`src/core/alts_defs.svh`:
```
// Purpose: Constants for the AUX snoop shadow register bank
// Assumes: 10 MHz core clock, 1 Mbps Manchester AUX
// Notes:   Offsets are AUX configuration addresses, not a CPU bus
//
// Overview of operation
// Written bits 1:0 of the lane 1 drive register select swing level 0..3.
// Written bits 4:3 of the lane 1 drive register select pre-emphasis 0..3.
// Swing/pre-emphasis pairs 01/11, 10/10, 10/11 disable all output lanes.
// Drive read-back packs swing in bits 1:0 and pre-emphasis in bits 3:2.
// Lane 1 drive register has its own address and controls output lane 1.
// Post-cursor bits 1:0 give lane 0 input level; output lane 0 sends level 0.
// Post-cursor bits 5:4 give lane 1 input level; output lane 1 sends level 0.
// Post-cursor read-back packs lane 0 in bits 1:0, lane 1 in bits 3:2.
// A second post-cursor register with same layout serves lanes 2 and 3.
// Power field bits 1:0: 01 selects normal, 10 selects standby.
// Standby shuts main link and analog parts but keeps AUX snooping.
// Standby ends on power register access, adapter detect rise, or hot-plug timeout.
// Writes of 00 or 11 to the power field are ignored; normal mode kept.
// Power read-back gives 00 for normal and 01 for standby.
// Snooping runs only in packetised mode, never in TMDS modes.
// Reserved bits written over AUX are ignored.
// Shadows update only on a completed native write, bytes at successive addresses.
// Source writes only valid drive and power combinations; the bench also writes the invalid pairs and power values 00 and 11.
`ifndef ALTS_DEFS_SVH
`define ALTS_DEFS_SVH

`define ALTS_ADDR_LANE1_DRIVE    20'h00104
`define ALTS_ADDR_POST01         20'h0010F
`define ALTS_ADDR_POWER          20'h00600
`define ALTS_ADDR_POST23         20'h0110F

`define ALTS_CMD_NATIVE_WR       4'h8
`define ALTS_CMD_NATIVE_RD       4'h9
`define ALTS_HDR_BITS            6'h20

`define ALTS_WR_SWING_LSB        0
`define ALTS_WR_PRE_LSB          3
`define ALTS_WR_POSTA_LSB        0
`define ALTS_WR_POSTB_LSB        4

`define ALTS_PWR_NORMAL_WR       2'h1
`define ALTS_PWR_STANDBY_WR      2'h2
`define ALTS_PWR_NORMAL_RD       2'h0
`define ALTS_PWR_STANDBY_RD      2'h1
`define ALTS_POST_TX_LEVEL       2'h0

`define ALTS_CLK_PERIOD_NS       100
`define ALTS_AUX_BIT_NS          1000
`define ALTS_SYNC_MIN_NS         1500
`define ALTS_SYNC_MAX_NS         2500
`define ALTS_FIRST_MID_NS        2250
`define ALTS_FIRST_END_NS        3000
`define ALTS_HPD_TIMEOUT_US      2000

`define ALTS_SYNC_MIN_CYC  6'((`ALTS_SYNC_MIN_NS + `ALTS_CLK_PERIOD_NS - 1) / `ALTS_CLK_PERIOD_NS)
`define ALTS_SYNC_MAX_CYC  6'(`ALTS_SYNC_MAX_NS / `ALTS_CLK_PERIOD_NS)
`define ALTS_MID_MIN_CYC   6'((`ALTS_AUX_BIT_NS * 3 / 4) / `ALTS_CLK_PERIOD_NS)
`define ALTS_FIRST_MID_CYC 6'(`ALTS_FIRST_MID_NS / `ALTS_CLK_PERIOD_NS)
`define ALTS_END_CYC       6'((`ALTS_SYNC_MIN_NS + `ALTS_CLK_PERIOD_NS - 1) / `ALTS_CLK_PERIOD_NS)
`define ALTS_FIRST_END_CYC 6'(`ALTS_FIRST_END_NS / `ALTS_CLK_PERIOD_NS)
`define ALTS_HPD_TIMEOUT_CYC 16'(`ALTS_HPD_TIMEOUT_US * 1000 / `ALTS_CLK_PERIOD_NS)

`endif

```
`src/core/alts_pkg.sv`:
```
// Purpose: Types for the AUX snoop shadow register bank
// Assumes: Constants come from alts_defs.svh
// Notes:   The whole module state is one packed struct
package alts_pkg;

    typedef enum logic {
        ALTS_IDLE,
        ALTS_FRAME
    } alts_phase_t;

    typedef struct packed {
        logic [2:0]  aux_s;
        logic [2:0]  cad_s;
        logic [2:0]  hpd_s;
        logic        aux_f;
        logic        cad_f;
        logic        hpd_f;
        alts_phase_t phase;
        logic [5:0]  run_cnt;
        logic [5:0]  tmr;
        logic        first;
        logic [5:0]  hcnt;
        logic [31:0] hdr;
        logic [7:0]  sh;
        logic [2:0]  bcnt;
        logic [4:0]  nbytes;
        logic [19:0] cur_addr;
        logic [3:0]  stg_l1;
        logic [3:0]  stg_p01;
        logic [3:0]  stg_p23;
        logic [1:0]  stg_pw;
        logic        hit_l1;
        logic        hit_p01;
        logic        hit_p23;
        logic        hit_pw;
        logic [1:0]  swing;
        logic [1:0]  pre;
        logic        bad;
        logic [3:0]  p01;
        logic [3:0]  p23;
        logic        standby;
        logic [15:0] hpd_cnt;
    } alts_state_t;

endpackage : alts_pkg

```
`src/core/alts_snoop_regs.sv`:
```
// Purpose: Shadow link configuration kept by snooping source writes on AUX
// Assumes: aux_rx is the received AUX level; one 10 MHz clock
// Notes:   Manchester decoding is edge based; mid-bit rising edge is a one
`include "alts_defs.svh"

module alts_snoop_regs #(
    parameter logic [15:0] HPD_TIMEOUT_CYC = `ALTS_HPD_TIMEOUT_CYC
) (
    input  wire logic       clk,
    input  wire logic       reset,
    input  wire logic       dp_mode,
    input  wire logic       aux_rx,
    input  wire logic       cable_adapter_detect,
    input  wire logic       sink_hot_plug_in,
    output logic [1:0]      output_swing_level,
    output logic [1:0]      pre_emphasis_level,
    output logic            main_link_enable,
    output logic            analog_enable,
    output logic            low_power_standby,
    output logic [7:0]      post_cursor_expect,
    output logic [7:0]      post_cursor_transmit,
    output logic [7:0]      lane1_drive_set_rd,
    output logic [7:0]      lane01_post_cursor_set_rd,
    output logic [7:0]      lane23_post_cursor_set_rd,
    output logic [7:0]      sink_power_state_rd
);
    import alts_pkg::*;

    // ----------------------------------------------------------------
    // Helpers
    // ----------------------------------------------------------------
    function automatic logic bad_pair(input logic [1:0] sw, input logic [1:0] pe);
        bad_pair = ({sw, pe} == 4'h7) || ({sw, pe} == 4'hA) || ({sw, pe} == 4'hB);
    endfunction : bad_pair

    function automatic logic [3:0] post_fields(input logic [7:0] b);
        post_fields = {b[`ALTS_WR_POSTB_LSB +: 2], b[`ALTS_WR_POSTA_LSB +: 2]};
    endfunction : post_fields

    function automatic logic [5:0] sat_inc(input logic [5:0] v);
        sat_inc = (v == 6'h3F) ? v : v + 6'h01;
    endfunction : sat_inc

    alts_state_t q_ff;
    alts_state_t nxt_q;

    // ----------------------------------------------------------------
    // Next state
    // ----------------------------------------------------------------
    always_comb begin
        logic        edge_seen;
        logic        new_lvl;
        logic        bit_ok;
        logic        bit_val;
        logic [7:0]  byte_val;
        logic        frame_end;
        logic        complete;
        logic        is_wr;
        logic        rd_touch;
        logic [19:0] span;
        edge_seen = 1'b0;
        new_lvl   = 1'b0;
        bit_ok    = 1'b0;
        bit_val   = 1'b0;
        byte_val  = 8'h00;
        frame_end = 1'b0;
        complete  = 1'b0;
        is_wr     = 1'b0;
        rd_touch  = 1'b0;
        span      = 20'h00000;
        nxt_q     = q_ff;

        // Three-stage synchronisers; a change counts once stages two and three agree
        nxt_q.aux_s = {q_ff.aux_s[1:0], aux_rx};
        nxt_q.cad_s = {q_ff.cad_s[1:0], cable_adapter_detect};
        nxt_q.hpd_s = {q_ff.hpd_s[1:0], sink_hot_plug_in};
        if (q_ff.aux_s[1] == q_ff.aux_s[2]) begin
            nxt_q.aux_f = q_ff.aux_s[2];
        end
        if (q_ff.cad_s[1] == q_ff.cad_s[2]) begin
            nxt_q.cad_f = q_ff.cad_s[2];
        end
        if (q_ff.hpd_s[1] == q_ff.hpd_s[2]) begin
            nxt_q.hpd_f = q_ff.hpd_s[2];
        end
        edge_seen = (nxt_q.aux_f != q_ff.aux_f);
        new_lvl   = nxt_q.aux_f;

        case (q_ff.phase)
            ALTS_IDLE: begin
                nxt_q.run_cnt = q_ff.aux_f ? sat_inc(q_ff.run_cnt) : 6'h00;
                // Only the long sync-end high can start a frame; preamble halves are short
                if (edge_seen && !new_lvl && q_ff.run_cnt >= `ALTS_SYNC_MIN_CYC &&
                    q_ff.run_cnt <= `ALTS_SYNC_MAX_CYC) begin
                    nxt_q.phase   = ALTS_FRAME;
                    nxt_q.tmr     = 6'h00;
                    nxt_q.first   = 1'b1;
                    nxt_q.hcnt    = 6'h00;
                    nxt_q.bcnt    = 3'h0;
                    nxt_q.nbytes  = 5'h00;
                    nxt_q.hit_l1  = 1'b0;
                    nxt_q.hit_p01 = 1'b0;
                    nxt_q.hit_p23 = 1'b0;
                    nxt_q.hit_pw  = 1'b0;
                end
            end
            ALTS_FRAME: begin
                nxt_q.tmr = sat_inc(q_ff.tmr);
                // Boundary edges fall before the threshold and are skipped
                if (edge_seen) begin
                    bit_ok = q_ff.first ? (q_ff.tmr >= `ALTS_FIRST_MID_CYC)
                                        : (q_ff.tmr >= `ALTS_MID_MIN_CYC);
                end
                frame_end = q_ff.first ? (q_ff.tmr >= `ALTS_FIRST_END_CYC)
                                       : (q_ff.tmr >= `ALTS_END_CYC);
                if (bit_ok) begin
                    bit_val     = new_lvl;
                    nxt_q.tmr   = 6'h00;
                    nxt_q.first = 1'b0;
                    if (q_ff.hcnt < `ALTS_HDR_BITS) begin
                        nxt_q.hdr  = {q_ff.hdr[30:0], bit_val};
                        nxt_q.hcnt = q_ff.hcnt + 6'h01;
                        nxt_q.cur_addr = nxt_q.hdr[27:8];
                    end else begin
                        nxt_q.sh   = {q_ff.sh[6:0], bit_val};
                        nxt_q.bcnt = q_ff.bcnt + 3'h1;
                        if (q_ff.bcnt == 3'h7) begin
                            byte_val = nxt_q.sh;
                            if (q_ff.hdr[31:28] == `ALTS_CMD_NATIVE_WR) begin
                                case (q_ff.cur_addr)
                                    `ALTS_ADDR_LANE1_DRIVE: begin
                                        nxt_q.stg_l1 = {byte_val[`ALTS_WR_PRE_LSB +: 2],
                                                        byte_val[`ALTS_WR_SWING_LSB +: 2]};
                                        nxt_q.hit_l1 = 1'b1;
                                    end
                                    `ALTS_ADDR_POST01: begin
                                        nxt_q.stg_p01 = post_fields(byte_val);
                                        nxt_q.hit_p01 = 1'b1;
                                    end
                                    `ALTS_ADDR_POST23: begin
                                        nxt_q.stg_p23 = post_fields(byte_val);
                                        nxt_q.hit_p23 = 1'b1;
                                    end
                                    `ALTS_ADDR_POWER: begin
                                        nxt_q.stg_pw = byte_val[1:0];
                                        nxt_q.hit_pw = 1'b1;
                                    end
                                    default: begin
                                    end
                                endcase
                            end
                            nxt_q.cur_addr = q_ff.cur_addr + 20'h00001;
                            nxt_q.nbytes   = (q_ff.nbytes == 5'h1F) ? q_ff.nbytes
                                                                    : q_ff.nbytes + 5'h01;
                        end
                    end
                end else if (frame_end) begin
                    nxt_q.phase   = ALTS_IDLE;
                    nxt_q.run_cnt = 6'h00;
                    complete = (q_ff.hcnt == `ALTS_HDR_BITS) && (q_ff.bcnt == 3'h0);
                    is_wr    = complete && (q_ff.hdr[31:28] == `ALTS_CMD_NATIVE_WR) &&
                               ({3'h0, q_ff.nbytes} == q_ff.hdr[7:0] + 8'h01);
                    span     = `ALTS_ADDR_POWER - q_ff.hdr[27:8];
                    rd_touch = complete && (q_ff.hdr[31:28] == `ALTS_CMD_NATIVE_RD) &&
                               (q_ff.hdr[27:8] <= `ALTS_ADDR_POWER) &&
                               (span <= {12'h000, q_ff.hdr[7:0]});
                end
            end
            default: begin
                nxt_q.phase = ALTS_IDLE;
            end
        endcase

        // Commit staged shadows only at the end of a whole native write
        if (is_wr && q_ff.hit_l1) begin
            nxt_q.swing = q_ff.stg_l1[1:0];
            nxt_q.pre   = q_ff.stg_l1[3:2];
            nxt_q.bad   = bad_pair(q_ff.stg_l1[1:0], q_ff.stg_l1[3:2]);
        end
        if (is_wr && q_ff.hit_p01) begin
            nxt_q.p01 = q_ff.stg_p01;
        end
        if (is_wr && q_ff.hit_p23) begin
            nxt_q.p23 = q_ff.stg_p23;
        end
        // Any access leaves standby; only a 10 write enters it, 00 and 11 keep normal
        if (is_wr && q_ff.hit_pw) begin
            nxt_q.standby = (q_ff.stg_pw == `ALTS_PWR_STANDBY_WR);
        end
        if (rd_touch) begin
            nxt_q.standby = 1'b0;
        end

        // Hot-plug low timer saturates at the timeout
        if (q_ff.hpd_f) begin
            nxt_q.hpd_cnt = 16'h0000;
        end else if (q_ff.hpd_cnt < HPD_TIMEOUT_CYC) begin
            nxt_q.hpd_cnt = q_ff.hpd_cnt + 16'h0001;
        end
        // External wake events win over a standby write in the same cycle
        if ((nxt_q.cad_f && !q_ff.cad_f) || (q_ff.hpd_cnt >= HPD_TIMEOUT_CYC)) begin
            nxt_q.standby = 1'b0;
        end

        // TMDS modes: the snooper is held idle and any frame in flight is dropped
        if (!dp_mode) begin
            nxt_q.phase   = ALTS_IDLE;
            nxt_q.run_cnt = 6'h00;
        end
    end

    // ----------------------------------------------------------------
    // State register
    // ----------------------------------------------------------------
    always_ff @(posedge clk or posedge reset) begin
        if (reset) begin
            q_ff <= '0;
        end else begin
            q_ff <= nxt_q;
        end
    end

    // ----------------------------------------------------------------
    // Outputs
    // ----------------------------------------------------------------
    assign output_swing_level        = q_ff.swing;
    assign pre_emphasis_level        = q_ff.pre;
    assign main_link_enable          = !q_ff.bad && !q_ff.standby;
    assign analog_enable             = !q_ff.standby;
    assign low_power_standby         = q_ff.standby;
    assign post_cursor_expect        = {q_ff.p23, q_ff.p01};
    assign post_cursor_transmit      = {4{`ALTS_POST_TX_LEVEL}};
    assign lane1_drive_set_rd        = {4'h0, q_ff.pre, q_ff.swing};
    assign lane01_post_cursor_set_rd = {4'h0, q_ff.p01};
    assign lane23_post_cursor_set_rd = {4'h0, q_ff.p23};
    assign sink_power_state_rd       = {6'h00, q_ff.standby ? `ALTS_PWR_STANDBY_RD
                                                            : `ALTS_PWR_NORMAL_RD};

endmodule : alts_snoop_regs

```
`config.mk`:
```
export PLATFORM = sky130hd
export DESIGN_NAME = alts_snoop_regs
export DESIGN_NICKNAME = d
export VERILOG_FILES = /design/src/core/alts_pkg.sv /design/src/core/alts_snoop_regs.sv
export VERILOG_INCLUDE_DIRS = /design/src /design/src/core
export SDC_FILE = /design/constraint.sdc
export NUM_CORES = 1
export LEC_CHECK = 0
export BUFFER_PORTS_ARGS = -buffer_cell sky130_fd_sc_hd__buf_2
export CAP_MARGIN = 20
export CELL_PAD_IN_SITES_DETAIL_PLACEMENT = 1
export CELL_PAD_IN_SITES_GLOBAL_PLACEMENT = 1
export CORE_UTILIZATION = 44
export CTS_BUF_LIST = sky130_fd_sc_hd__clkbuf_4 sky130_fd_sc_hd__clkbuf_8
export CTS_CLUSTER_DIAMETER = 80
export DETAILED_ROUTE_END_ITERATION = 8
export GPL_ROUTABILITY_DRIVEN = 0
export PLACE_DENSITY_LB_ADDON = 0.1
export SLEW_MARGIN = 0
export SYNTH_ARGS = -nofsm -noshare
export SYNTH_HDL_FRONTEND = slang
export SYNTH_SLANG_ARGS = --single-unit
```
`constraint.sdc`:
```
create_clock -name clk -period 4.9 [get_ports clk]
set_input_delay 0.98 -clock clk [delete_from_list [all_inputs] [get_ports clk]]
set_output_delay 0.98 -clock clk [all_outputs]
set_load 0.01 [all_outputs]
```
# Word level (Yosys, flattened, before mapping)
# Index checks and enable logic that the tools add are counted.
[op_classes]
n_reduce_logical = 43
bitwise_logic = 2
mux = 47
eq_ne = 35
add_sub_neg = 9
magnitude_cmp = 11
[ops]
columns = ["cell", "count"]
rows = [
  ["two-way mux 99 bit", 1],
  ["two-way mux 16 bit", 3],
  ["AND reduction 6 bit", 8],
  ["two-way mux 43 bit", 1],
  ["equality test 20 x 9 -> 1 bit (second input constant)", 2],
  ["one-hot mux 20 bit (2 select lines)", 1],
  ["two-way mux 38 bit", 1],
  ["two-way mux 18 bit", 2],
  ["two-way mux 1 bit", 21],
  ["two-way mux 7 bit", 3],
  ["adder 20 x 1 -> 20 bit (second input constant)", 1],
  ["equality test 20 x 11 -> 1 bit (second input constant)", 1],
  ["equality test 20 x 13 -> 1 bit (second input constant)", 1],
  ["less-or-equal comparator 20 x 11 -> 1 bit (second input constant)", 1],
  ["less-or-equal comparator 20 x 8 -> 1 bit", 1],
  ["two-way mux 20 bit", 1],
  ["subtractor 11 x 20 -> 20 bit (first input constant)", 1],
  ["adder 6 x 1 -> 6 bit (second input constant)", 3],
  ["equality test 6 bit (second input constant)", 3],
  ["two-way mux 6 bit", 3],
  ["AND reduction 3 bit", 6],
  ["adder 16 x 1 -> 16 bit (second input constant)", 1],
  ["equality test 4 bit (second input constant)", 4],
  ["greater-or-equal comparator 16 x 15 -> 1 bit (second input constant)", 1],
  ["37 further kinds", 76],
]
[totals]
inputBits = 6
elab_cells = 178
ff_bits = 148

# Depth between registers and ports, before layout
# Gate-level depths: netlist of the first run.
[logic_depth]
ltp_word = 11
depth_mapped = 11
depth_no_buf = 11

# Worst setup path before layout of the first run
# Ideal clock, no wire load.
[synth_timing]
path_type = "register to register"
from = "reg q_ff[94] (netlist name)"
to = "reg q_ff (netlist bit low_power_standby)"
path_stages_with_launch = 11
setup_ps = 130
path_slack_ps = 2158
path_buffers = 1
required_time_ps = 4770
t_arrival_ps = 2612
period_less_slack_ps = 2742
cell_sequence = "dfrtp_1 clkbuf_1 nor4_1 nand2_1 xor2_1 ha_1 nand2_1 or3_1 a2111o_1 a311oi_1 a211oi_1"
[synth_between]
elab_chain_len = 8
word_cells_on_any_way = 11
classes_between = "add/sub: 1; order compare: 2; mux: 5; reduce/logical: 3"
[synth_lines]
columns = ["item", "line", "text"]
rows = [
  ["start, declared", "alts_snoop_regs.sv:44", "alts_state_t q_ff;"],
  ["start signal, assigned", "alts_snoop_regs.sv:219", "q_ff <= nxt_q;"],
  ["subtractor 11 x 20 -> 20 bit (no source line) / less-or-equal comparator 20 x 11 -> 1 bit (equally long branches)", "-", ""],
  ["less-or-equal comparator 20 x 8 -> 1 bit / logical AND 1 bit (equally long branches)", "alts_snoop_regs.sv:166, alts_snoop_regs.sv:164", ""],
  ["logical AND 1 bit *", "alts_snoop_regs.sv:164", "rd_touch = complete && (q_ff.hdr[31:28] == `ALTS_CMD_NATIVE_RD) &&"],
  ["two-way mux 1 bit *", "alts_snoop_regs.sv:157", "end else if (frame_end) begin"],
  ["two-way mux 1 bit *", "alts_snoop_regs.sv:116", "if (bit_ok) begin"],
  ["two-way mux 1 bit *", "alts_snoop_regs.sv:89", "case (q_ff.phase)"],
  ["two-way mux 1 bit", "alts_snoop_regs.sv:190", "if (rd_touch) begin"],
  ["two-way mux 1 bit", "alts_snoop_regs.sv:201", "if ((nxt_q.cad_f && !q_ff.cad_f) || (q_ff.hpd_cnt >= HPD_TIMEOUT_CYC)) begin"],
]
# Mark *: on every way between the ends. The rest lies on a longest branch, timed or not.
# A chain may end at the register's enable or synchronous reset.

# Worst setup path in the final report of the first run
# Ends and elaborated chain as after synthesis.

==> flow_summary.toml, run 1 <==
[synth]
synth-warning-count = 0
synth_area_sq_um = 7730
synth_edf_count = 0
synth_ff_type = "dfrtp_1"
synth_area_per_cell_sq_um = 9.51
synth_largest_area_cell = "dfrtp_1"
post-synth-top-area-fraction_pct = 47.0
ys_seq_area_share_pct = 47.0
synthTopCellsByCount = "dfrtp_1 (145), nand2_1 (128), buf_4 (52), nor2_1 (52), o21ai_0 (49)"
yosysMostFrequentCell = "dfrtp_1"
yosysUniqueCellTypes = 68
synthTopCellsByArea = "dfrtp_1 (47%), nand2_1 (6.2%), buf_4 (5.1%)"
synth-seq-cells = 145
synthArstFlopShare_pct = 100
netlist_instances = 812

[critical_path]
path_buf_inv = 0
reg2reg_depth = 9
cp_slowest_cell = "nor4_1"
reg2reg_slack_ns = 1.47
crit_type = "register to register"
r2r_end = "low_power_standby"
worstPathMaxFanout = 7
path_delay_family = "simple AND/OR/NAND/NOR gates"
crit_top_cell = "nand2_1"
critPathLaunchType = "register"
r2r-start = "q_ff[94]"
path_cells = "nor4_1, nand2_1, xor2_1, ha_1, nand2_1, or3_1, a2111o_1, a311oi_1, a211oi_1"
crit_arrival_ns = 3.74
endpoint_kind = "register"
slowest_delay_ns = 0.74
cp.required_ns = 5.21

[pwr]
clkPwrFrac_pct = 45.5
peakVddDrop_mv = 0.171
p_seq_share_pct = 51.2
p_leak_nw = 3.89
swShare_pct = 23.9
p_int_mw = 1.82
pwr-share-comb_pct = 3.4
power_density_nw_per_um2 = 288
net-switching-power_mw = 0.571

[final_layout]
design_area_sq_um = 8310
diodes = 0
n_fill_cell = 1979
final_util_pct = 48.2
multi_input_area_sq_um = 3560
fin_cells = 1056
nNetsFinal = 851
area_delta_synth_final_pct = 7.50
regArea_sq_um = 3630
drive_gt1_share_pct = 14.2

[timing]
worst_slew_pin_slew_ns = 0.930
setup_viol = 0
worst_hold_slack_ns = 0.360
drv_slew = 0
max_freq_ghz = 0.291
grt_setup_unrepaired = "false"
min_period_ns = 3.43
fin_tns_setup_ns = 0
finalCritPeriodShare_pct = 70.0
maxSlewHeadroom_pct = 38.0
fin_worst_skew_ns = 0.00968
timing_hold_violations_final = 0

[clock_tree]
cts_setup_buffers = 0
htree_levels = 4
clk_pin_slew_ns = 0.09
clockBufferDepth = 2
cts_root_buf = "clkbuf_8"
hold_buffers = 0
tritoncts = "yes"
cts_sinks = 145
clk_latency_ns = 0.46
cts_buffers = 17
cts_resized = 0

[drt]
vias_per_cell = 5.50
vias = 5806
wl_per_cell_microns = 17.2
wl_microns = 18200
ant_nets = 0
first_pass_iters = 4
drtIter0Drc = 236
drc = 0

[worst_hold_path]
hold-path-endpoint = "nxt_q[147]"
min_from = "nxt_q[146]"
holdCritPathClass = "register to register"
min_path_cells = 0

[global_route]
grt_overflow = 0
track_usage_pct = 21.7
grt_antenna_before_repair = 0
grt_pass1_vias = 5963
grt_pass1_wl_microns = 30700
grt_max_degree = 103

[placed_design]
dp.final_hpwl_microns = 13000
dp_cells = 1023
placed_cell_area_sq_um = 7830
port_buffers = 33

[floorplanning]
core-area_sq_um = 17200
num_rows = 48
io-pin-count = 61
start_util_pct = 44.8
die_w_microns = 135
die_area_sq_um = 18100
die_height_microns = 135

[flow_run]
maxCapViolCount = 0

[outcome]
status = "finished clean"
state kept, by name, indices dropped and copies added (netlist names):
signal / cells
q_ff: 126
lane23_post_cursor_set_rd: 4
nxt_q: 6
pre_emphasis_level: 2
output_swing_level: 2
low_power_standby: 1
lane01_post_cursor_set_rd: 4
placed cells by master (no fill, tap or decap), drive strengths merged, types with 4 or more instances in the layout:
master / count
dfrtp: 145
nand2: 129
nor2: 52
o21ai: 49
inv: 44
buf: 40
a21oi: 34
mux2: 33
ha: 27
conb: 27
nand3: 27
xnor2: 21
clkbuf: 19
o22ai: 17
nand4: 14
and3: 14
nor3: 12
or3: 9
nor4: 9
and4: 7
and2: 7
xor2: 6
a211oi: 5
mux2i: 5
a41oi: 5
nor3b: 4
nor4b: 4
a31oi: 4
a22o: 4
bufinv: 4
a21o: 4
worst max path at each step:
stage	cells after the start	slack, ns	startpoint	endpoint
after floorplan	1	0.03	reset	lane01_post_cursor_set_rd[0]
after global placement	8	1.65	q_ff[138]	q_ff[40]
after detailed placement	8	1.48	q_ff[138]	q_ff[46]
after CTS	8	1.46	q_ff[138]	q_ff[46]
after global routing	8	1.17	q_ff[138]	q_ff[40]
final	9	1.47	q_ff[94]	low_power_standby
metal layers:
layer | track usage (%) | wire (microns) | up-vias
met5 | 0 | 0 | -
met1 | 29.3 | 8740 | 2945
li1 | - | - | 2774
met2 | 35.7 | 8760 | 74
met4 | 5.87 | 165 | 0
met3 | 4.20 | 544 | 13
cell families (layout without fill, tap and decap cells):
kind of cell             Yosys count  after routing  share of synthesized area (%)
other                              1             27                         0.0485
AND/OR/NAND/NOR                  306            306                           19.5
AO/OA/AOI/OAI                    147            147                           11.9
flip-flops                       145            145                           47.0
XOR/XNOR                          27             27                           3.06
multiplexers                      38             38                           5.46
adder cells (fa/ha/maj)           30             30                           4.76
buffers and inverters            118            111                           8.32
layout make-up:
class	instances	share of cell area, %
Sequential cell	145	43.7
Multi-Input combinational cell	575	42.8
Tap cell	225	3.39
Clock buffer	19	3.15
Timing Repair Buffer	40	2.71
Clock inverter	13	2.40
Inverter	39	1.82
worst register-to-register path, stage by stage, from the launching register on:
cell and delay (ns):
dfrtp_1 0.47, nor4_1 0.75, nand2_1 0.15, xor2_1 0.17
ha_1 0.31, nand2_1 0.09, or3_1 0.38, a2111o_1 0.42
a311oi_1 0.47, a211oi_1 0.09
stage by stage:
| stage | power (mW) | setup slack [ns] |
|---|---|---|
| 3_3_place_gp | 1.33 | 1.65 |
| 5_1_grt | 2.49 | 1.17 |
| 3_5_place_dp | 1.33 | 1.48 |
| 6_report | 2.39 | 1.47 |
| 4_1_cts | 2.42 | 1.46 |
| 2_1_floorplan | 1.32 | 0.0254 |
power by group through the flow:
stage | Clock, mW | Sequential, mW | Combinational [mW]
2_1_floorplan | 0 | 1.24 | 0.0792
3_3_place_gp | 0 | 1.25 | 0.0789
3_5_place_dp | 0 | 1.25 | 0.0823
4_1_cts | 1.11 | 1.22 | 0.0830
5_1_grt | 1.17 | 1.23 | 0.0946
6_report | 1.09 | 1.22 | 0.0805
Power figures use the tool's default switching activity.
==> run 2, diff against run 1 <==
ABC_AREA = 1   (was default)
CORE_UTILIZATION = 42   (was 44)
clock period = 2.9 ns   (was 4.9 ns; I/O delays follow)
==> flow_summary.toml, run 2 <==
[outcome]
status = "finished clean"

[pwr]
peakVddDrop_mv = 0.252
power.total_mw = 3.85
pwr-share-comb_pct = 3.7
power_density_nw_per_um2 = 429
p_seq_share_pct = 53.6
p_int_mw = 2.84
swShare_pct = 26.4
clkPwrFrac_pct = 42.7
net-switching-power_mw = 1.02
p_leak_nw = 4.32

[worst_hold_path]
holdCritPathClass = "input port to async pin"

[clock_tree]
cts_buffers = 17
cts_root_buf = "clkbuf_8"
htree_levels = 4
cts_setup_buffers = 0
clockBufferDepth = 2
clk_pin_slew_ns = 0.10
cts_sinks = 145
cts_resized = 0
clk_latency_ns = 0.47
tritoncts = "yes"
hold_buffers = 0

[final_layout]
diodes = 0
drive_gt1_share_pct = 9.65
mostFrequentLayoutCells = "nand2_1 (245), dfrtp_1 (145), inv_1 (136)"
area_delta_synth_final_pct = 8.00
fin_cells = 1384
largest_register_ffs = 126
final_common_cell = "nand2_1"
regMostFlops = "q_ff"
design_area_sq_um = 8970
final_util_pct = 46.3
nNetsFinal = 1139

[drt]
vias_per_cell = 5.01
drtIter0Drc = 289
wl_per_cell_microns = 15.2
wl_microns = 21100
vias = 6930
drc = 0
first_pass_iters = 5
ant_nets = 0

[flow_run]
maxCapViolCount = 0

[critical_path]
critPathLaunchType = "register"
endpoint_kind = "register"
crit_type = "register to register"
worstPathMaxFanout = 6
cp.required_ns = 3.24
reg2reg_slack_ns = 0.46
crit_arrival_ns = 2.78

[global_route]
grt_overflow = 0
grt_pass1_wl_microns = 35600
track_usage_pct = 22.5
grt_antenna_before_repair = 0
grt_pass1_vias = 7073
grt_max_degree = 44

[synth]
synthTopCellsByArea = "dfrtp_1 (44%), nand2_1 (11%), o21ai_0 (6.6%)"
synth_edf_count = 0
synth_area_per_cell_sq_um = 7.69
synth_largest_area_cell = "dfrtp_1"
netlist_instances = 1080
synth-warning-count = 0
yosysUniqueCellTypes = 43
synth_ff_type = "dfrtp_1"
synthArstFlopShare_pct = 100
synth-seq-cells = 145
yosysMostFrequentCell = "nand2_1"
synthTopCellsByCount = "nand2_1 (245), dfrtp_1 (145), inv_1 (137), o21ai_0 (109), nor2_1 (97)"
synth_area_sq_um = 8310
post-synth-top-area-fraction_pct = 43.7
ys_seq_area_share_pct = 43.7

[placed_design]
place_ws_ns = 0.461
dp.final_hpwl_microns = 16100
port_buffers = 33
placed_cell_area_sq_um = 8570
dp_cells = 1352

[timing]
fin_tns_setup_ns = 0
timing_hold_violations_final = 0
grt_setup_unrepaired = "false"
setup_viol = 0
maxSlewHeadroom_pct = 56.3
fin_worst_skew_ns = 0.0230
max_freq_ghz = 0.409
drv_slew = 0
finalCritPeriodShare_pct = 84.2
setup_ws_ns = 0.457
min_period_ns = 2.44
worst_hold_slack_ns = 0.200
worst_slew_pin_slew_ns = 0.654

[floorplanning]
start_util_pct = 42.8
num_rows = 51
die_height_microns = 143
die_w_microns = 143
core-area_sq_um = 19400
die_area_sq_um = 20400
io-pin-count = 61
run 2: area by class of cell:
class	instances	area, sq um
clock buffer	19	262
clock inverter	13	141
fill	2487	10400
inverter	143	542
multi-input combinational	747	3750
sequential	145	3630
tap	265	332
timing repair buffer	52	320
run 2: kinds of logic after synthesis:
family	share of synthesized area, %
other	0.0451
flip-flops	43.7
AO/OA/AOI/OAI	12.1
buffers and inverters	12.4
adder cells (fa/ha/maj)	4.31
AND/OR/NAND/NOR	25.3
XOR/XNOR	2.21
run 2: worst paths after layout:
check,to,depth (start not counted),startpoint
worst min-delay path,q_ff[1],2,reset
worst max-delay path,low_power_standby,15,q_ff[92]
worst min register to register,nxt_q[141],0,nxt_q[140]
max in group asynchronous,q_ff[117],3,reset
worst max register to register,low_power_standby,15,q_ff[92]
min in group clk,nxt_q[140],1,sink_hot_plug_in
run 2: power groups by stage:
stage	Combinational [mW]	Clock, mW	Sequential (mW)
after global routing	0.170	1.78	2.07
final	0.143	1.64	2.07
after floorplan	0.131	0	2.10
after global placement	0.144	0	2.10
after CTS	0.148	1.69	2.07
after detailed placement	0.147	0	2.11
run 2: routing by layer:
metal / global-route usage (%) / wire length [microns] / vias up
li1: - / - / 3485
met1: 29.9 / 10300 / 3380
met2: 37.9 / 10300 / 57
met3: 3.62 / 371 / 8
met4: 6.28 / 152 / 0
met5: 0 / 0 / -
run 2: critical path, stage by stage, from the launching register on:
cell,delay (ns)
dfrtp_1,0.39
inv_1,0.16
ha_1,0.22
nand2_1,0.12
nor2_1,0.23
xor2_1,0.17
inv_1,0.06
ha_1,0.29
nand2_1,0.06
o21ai_0,0.10
nand2_1,0.09
nand3_1,0.08
a21oi_1,0.12
nand3_1,0.08
nor2_1,0.12
nor2_1,0.05
==> run 3, diff against run 2 <==
CORE_UTILIZATION = 47   (was 42)
clock period = 2.3 ns   (was 2.9 ns; I/O delays follow)
==> flow_summary.toml, run 3 (synthesis gave the netlist of run 2 again) <==
[timing]
drv_slew = 0
min_period_ns = 2.27
timing_hold_violations_final = 0
worst_slew_pin_slew_ns = 0.499
setup_viol = 0
worst_hold_slack_ns = 0.0281
finalCritPeriodShare_pct = 98.8
grt_setup_unrepaired = "true"
maxSlewHeadroom_pct = 66.6
fin_worst_skew_ns = 0.0143
max_freq_ghz = 0.440

[final_layout]
final_common_cell = "nand2_1"
nNetsFinal = 1156
multi_input_area_sq_um = 3850
drive_gt1_share_pct = 12.9
largest_register_ffs = 126
diodes = 0
final_util_pct = 53.4
area_delta_synth_final_pct = 11.2
regMostFlops = "q_ff"
n_fill_cell = 2174
mostFrequentLayoutCells = "nand2_1 (239), dfrtp_1 (145), inv_1 (133)"
regArea_sq_um = 3630

[drt]
ant_nets = 0
wl_microns = 22400
vias = 7215
drc = 0
first_pass_iters = 5
drtIter0Drc = 329
wl_per_cell_microns = 16.4
vias_per_cell = 5.30

[clock_tree]
hold_buffers = 0
tritoncts = "yes"
cts_sinks = 145
htree_levels = 4
clockBufferDepth = 2
clk_latency_ns = 0.46
cts_root_buf = "clkbuf_8"
clk_pin_slew_ns = 0.09
cts_buffers = 17

[critical_path]
reg2reg_slack_ns = 0.03
crit_arrival_ns = 2.62
path_cells = "inv_1, ha_1, nand2_1, nor2_2, xor2_1, inv_1, ha_1, a21oi_2, o21ai_2, nand2_1, nand3_2, a21oi_2, nand3_1, nor2_1, nor2_1"
cp_slowest_cell = "dfrtp_1"
path_delay_family = "simple AND/OR/NAND/NOR gates"
slowest_delay_ns = 0.42
worstPathMaxFanout = 3
critPathLaunchType = "register"
path_buf_inv = 2
cp.required_ns = 2.65
crit_type = "register to register"
endpoint_kind = "register"

[worst_hold_path]
holdCritPathClass = "input port to async pin"

[global_route]
grt_max_degree = 80
track_usage_pct = 25.3
grt_overflow = 0
grt_antenna_before_repair = 1
grt_pass1_wl_microns = 36300
grt_pass1_vias = 7364

[floorplanning]
io-pin-count = 61
start_util_pct = 48.0
die_height_microns = 135
die_area_sq_um = 18200
num_rows = 48
die_w_microns = 135
core-area_sq_um = 17300

[pwr]
power.total_mw = 4.95
p_leak_nw = 4.44
power_density_nw_per_um2 = 536
peakVddDrop_mv = 0.385

[outcome]
status = "finished clean"

[placed_design]
dp.final_hpwl_microns = 15800
port_buffers = 33

[flow_run]
maxCapViolCount = 0
## run 3: cell type report
class                           instances  area share, %
Clock buffer                           20           2.84
Clock inverter                         12           1.69
Inverter                              143           5.95
Multi-Input combinational cell        747           41.7
Sequential cell                       145           39.3
Tap cell                              225           3.05
Timing Repair Buffer                   69           5.50
## run 3: path summary, 6_finish.rpt
path                                        from                 to  cells past startpoint
max in group asynchronous                  reset           q_ff[87]                      3
min in group clk                sink_hot_plug_in         nxt_q[140]                      1
worst max register to register          q_ff[93]  low_power_standby                     15
worst min-delay path                       reset         nxt_q[141]                      2
worst max-delay path                    q_ff[93]  low_power_standby                     15
worst min register to register        nxt_q[143]         nxt_q[144]                      0
## run 3: power breakdown
group | internal (mW) | switching [mW] | leakage, nW | total (mW)
clock network | 1.13 | 1.03 | 0.203 | 2.16
registers | 2.58 | 0.0280 | 1.99 | 2.60
logic | 0.0519 | 0.139 | 2.25 | 0.191
## run 3: timing repair
| item | in CTS | in global routing |
|---|---|---|
| resized for setup | 2 | 32 |
| cloned | 0 | 2 |
| setup endpoints to repair | 2 | 47 |
| pin swaps | 0 | 9 |
| setup buffers | 0 | 6 |
## run 3: through the flow
stage	instance area, sq um	worst slack (ns)	std cells	TNS [ns]
finish	9240	0.0273	1361	0
global route	9240	-0.138	1361	-0.161
CTS	9040	0.00713	1353	0
detailed placement	8610	0.0488	1321	0
global placement	8610	0.163	1321	0
floorplan	8410	0.0210	1106	0
## run 3: per-layer routing
layer | wire [microns] | part of all wire, % | vias to the layer above | GRT usage [%]
li1 | - | - | 3513 | -
met1 | 10300 | 46 | 3574 | 32.6
met2 | 11000 | 49 | 103 | 43.4
met3 | 685 | 3.1 | 25 | 4.35
met4 | 348 | 1.6 | 0 | 7.49
met5 | 0 | 0 | - | 0
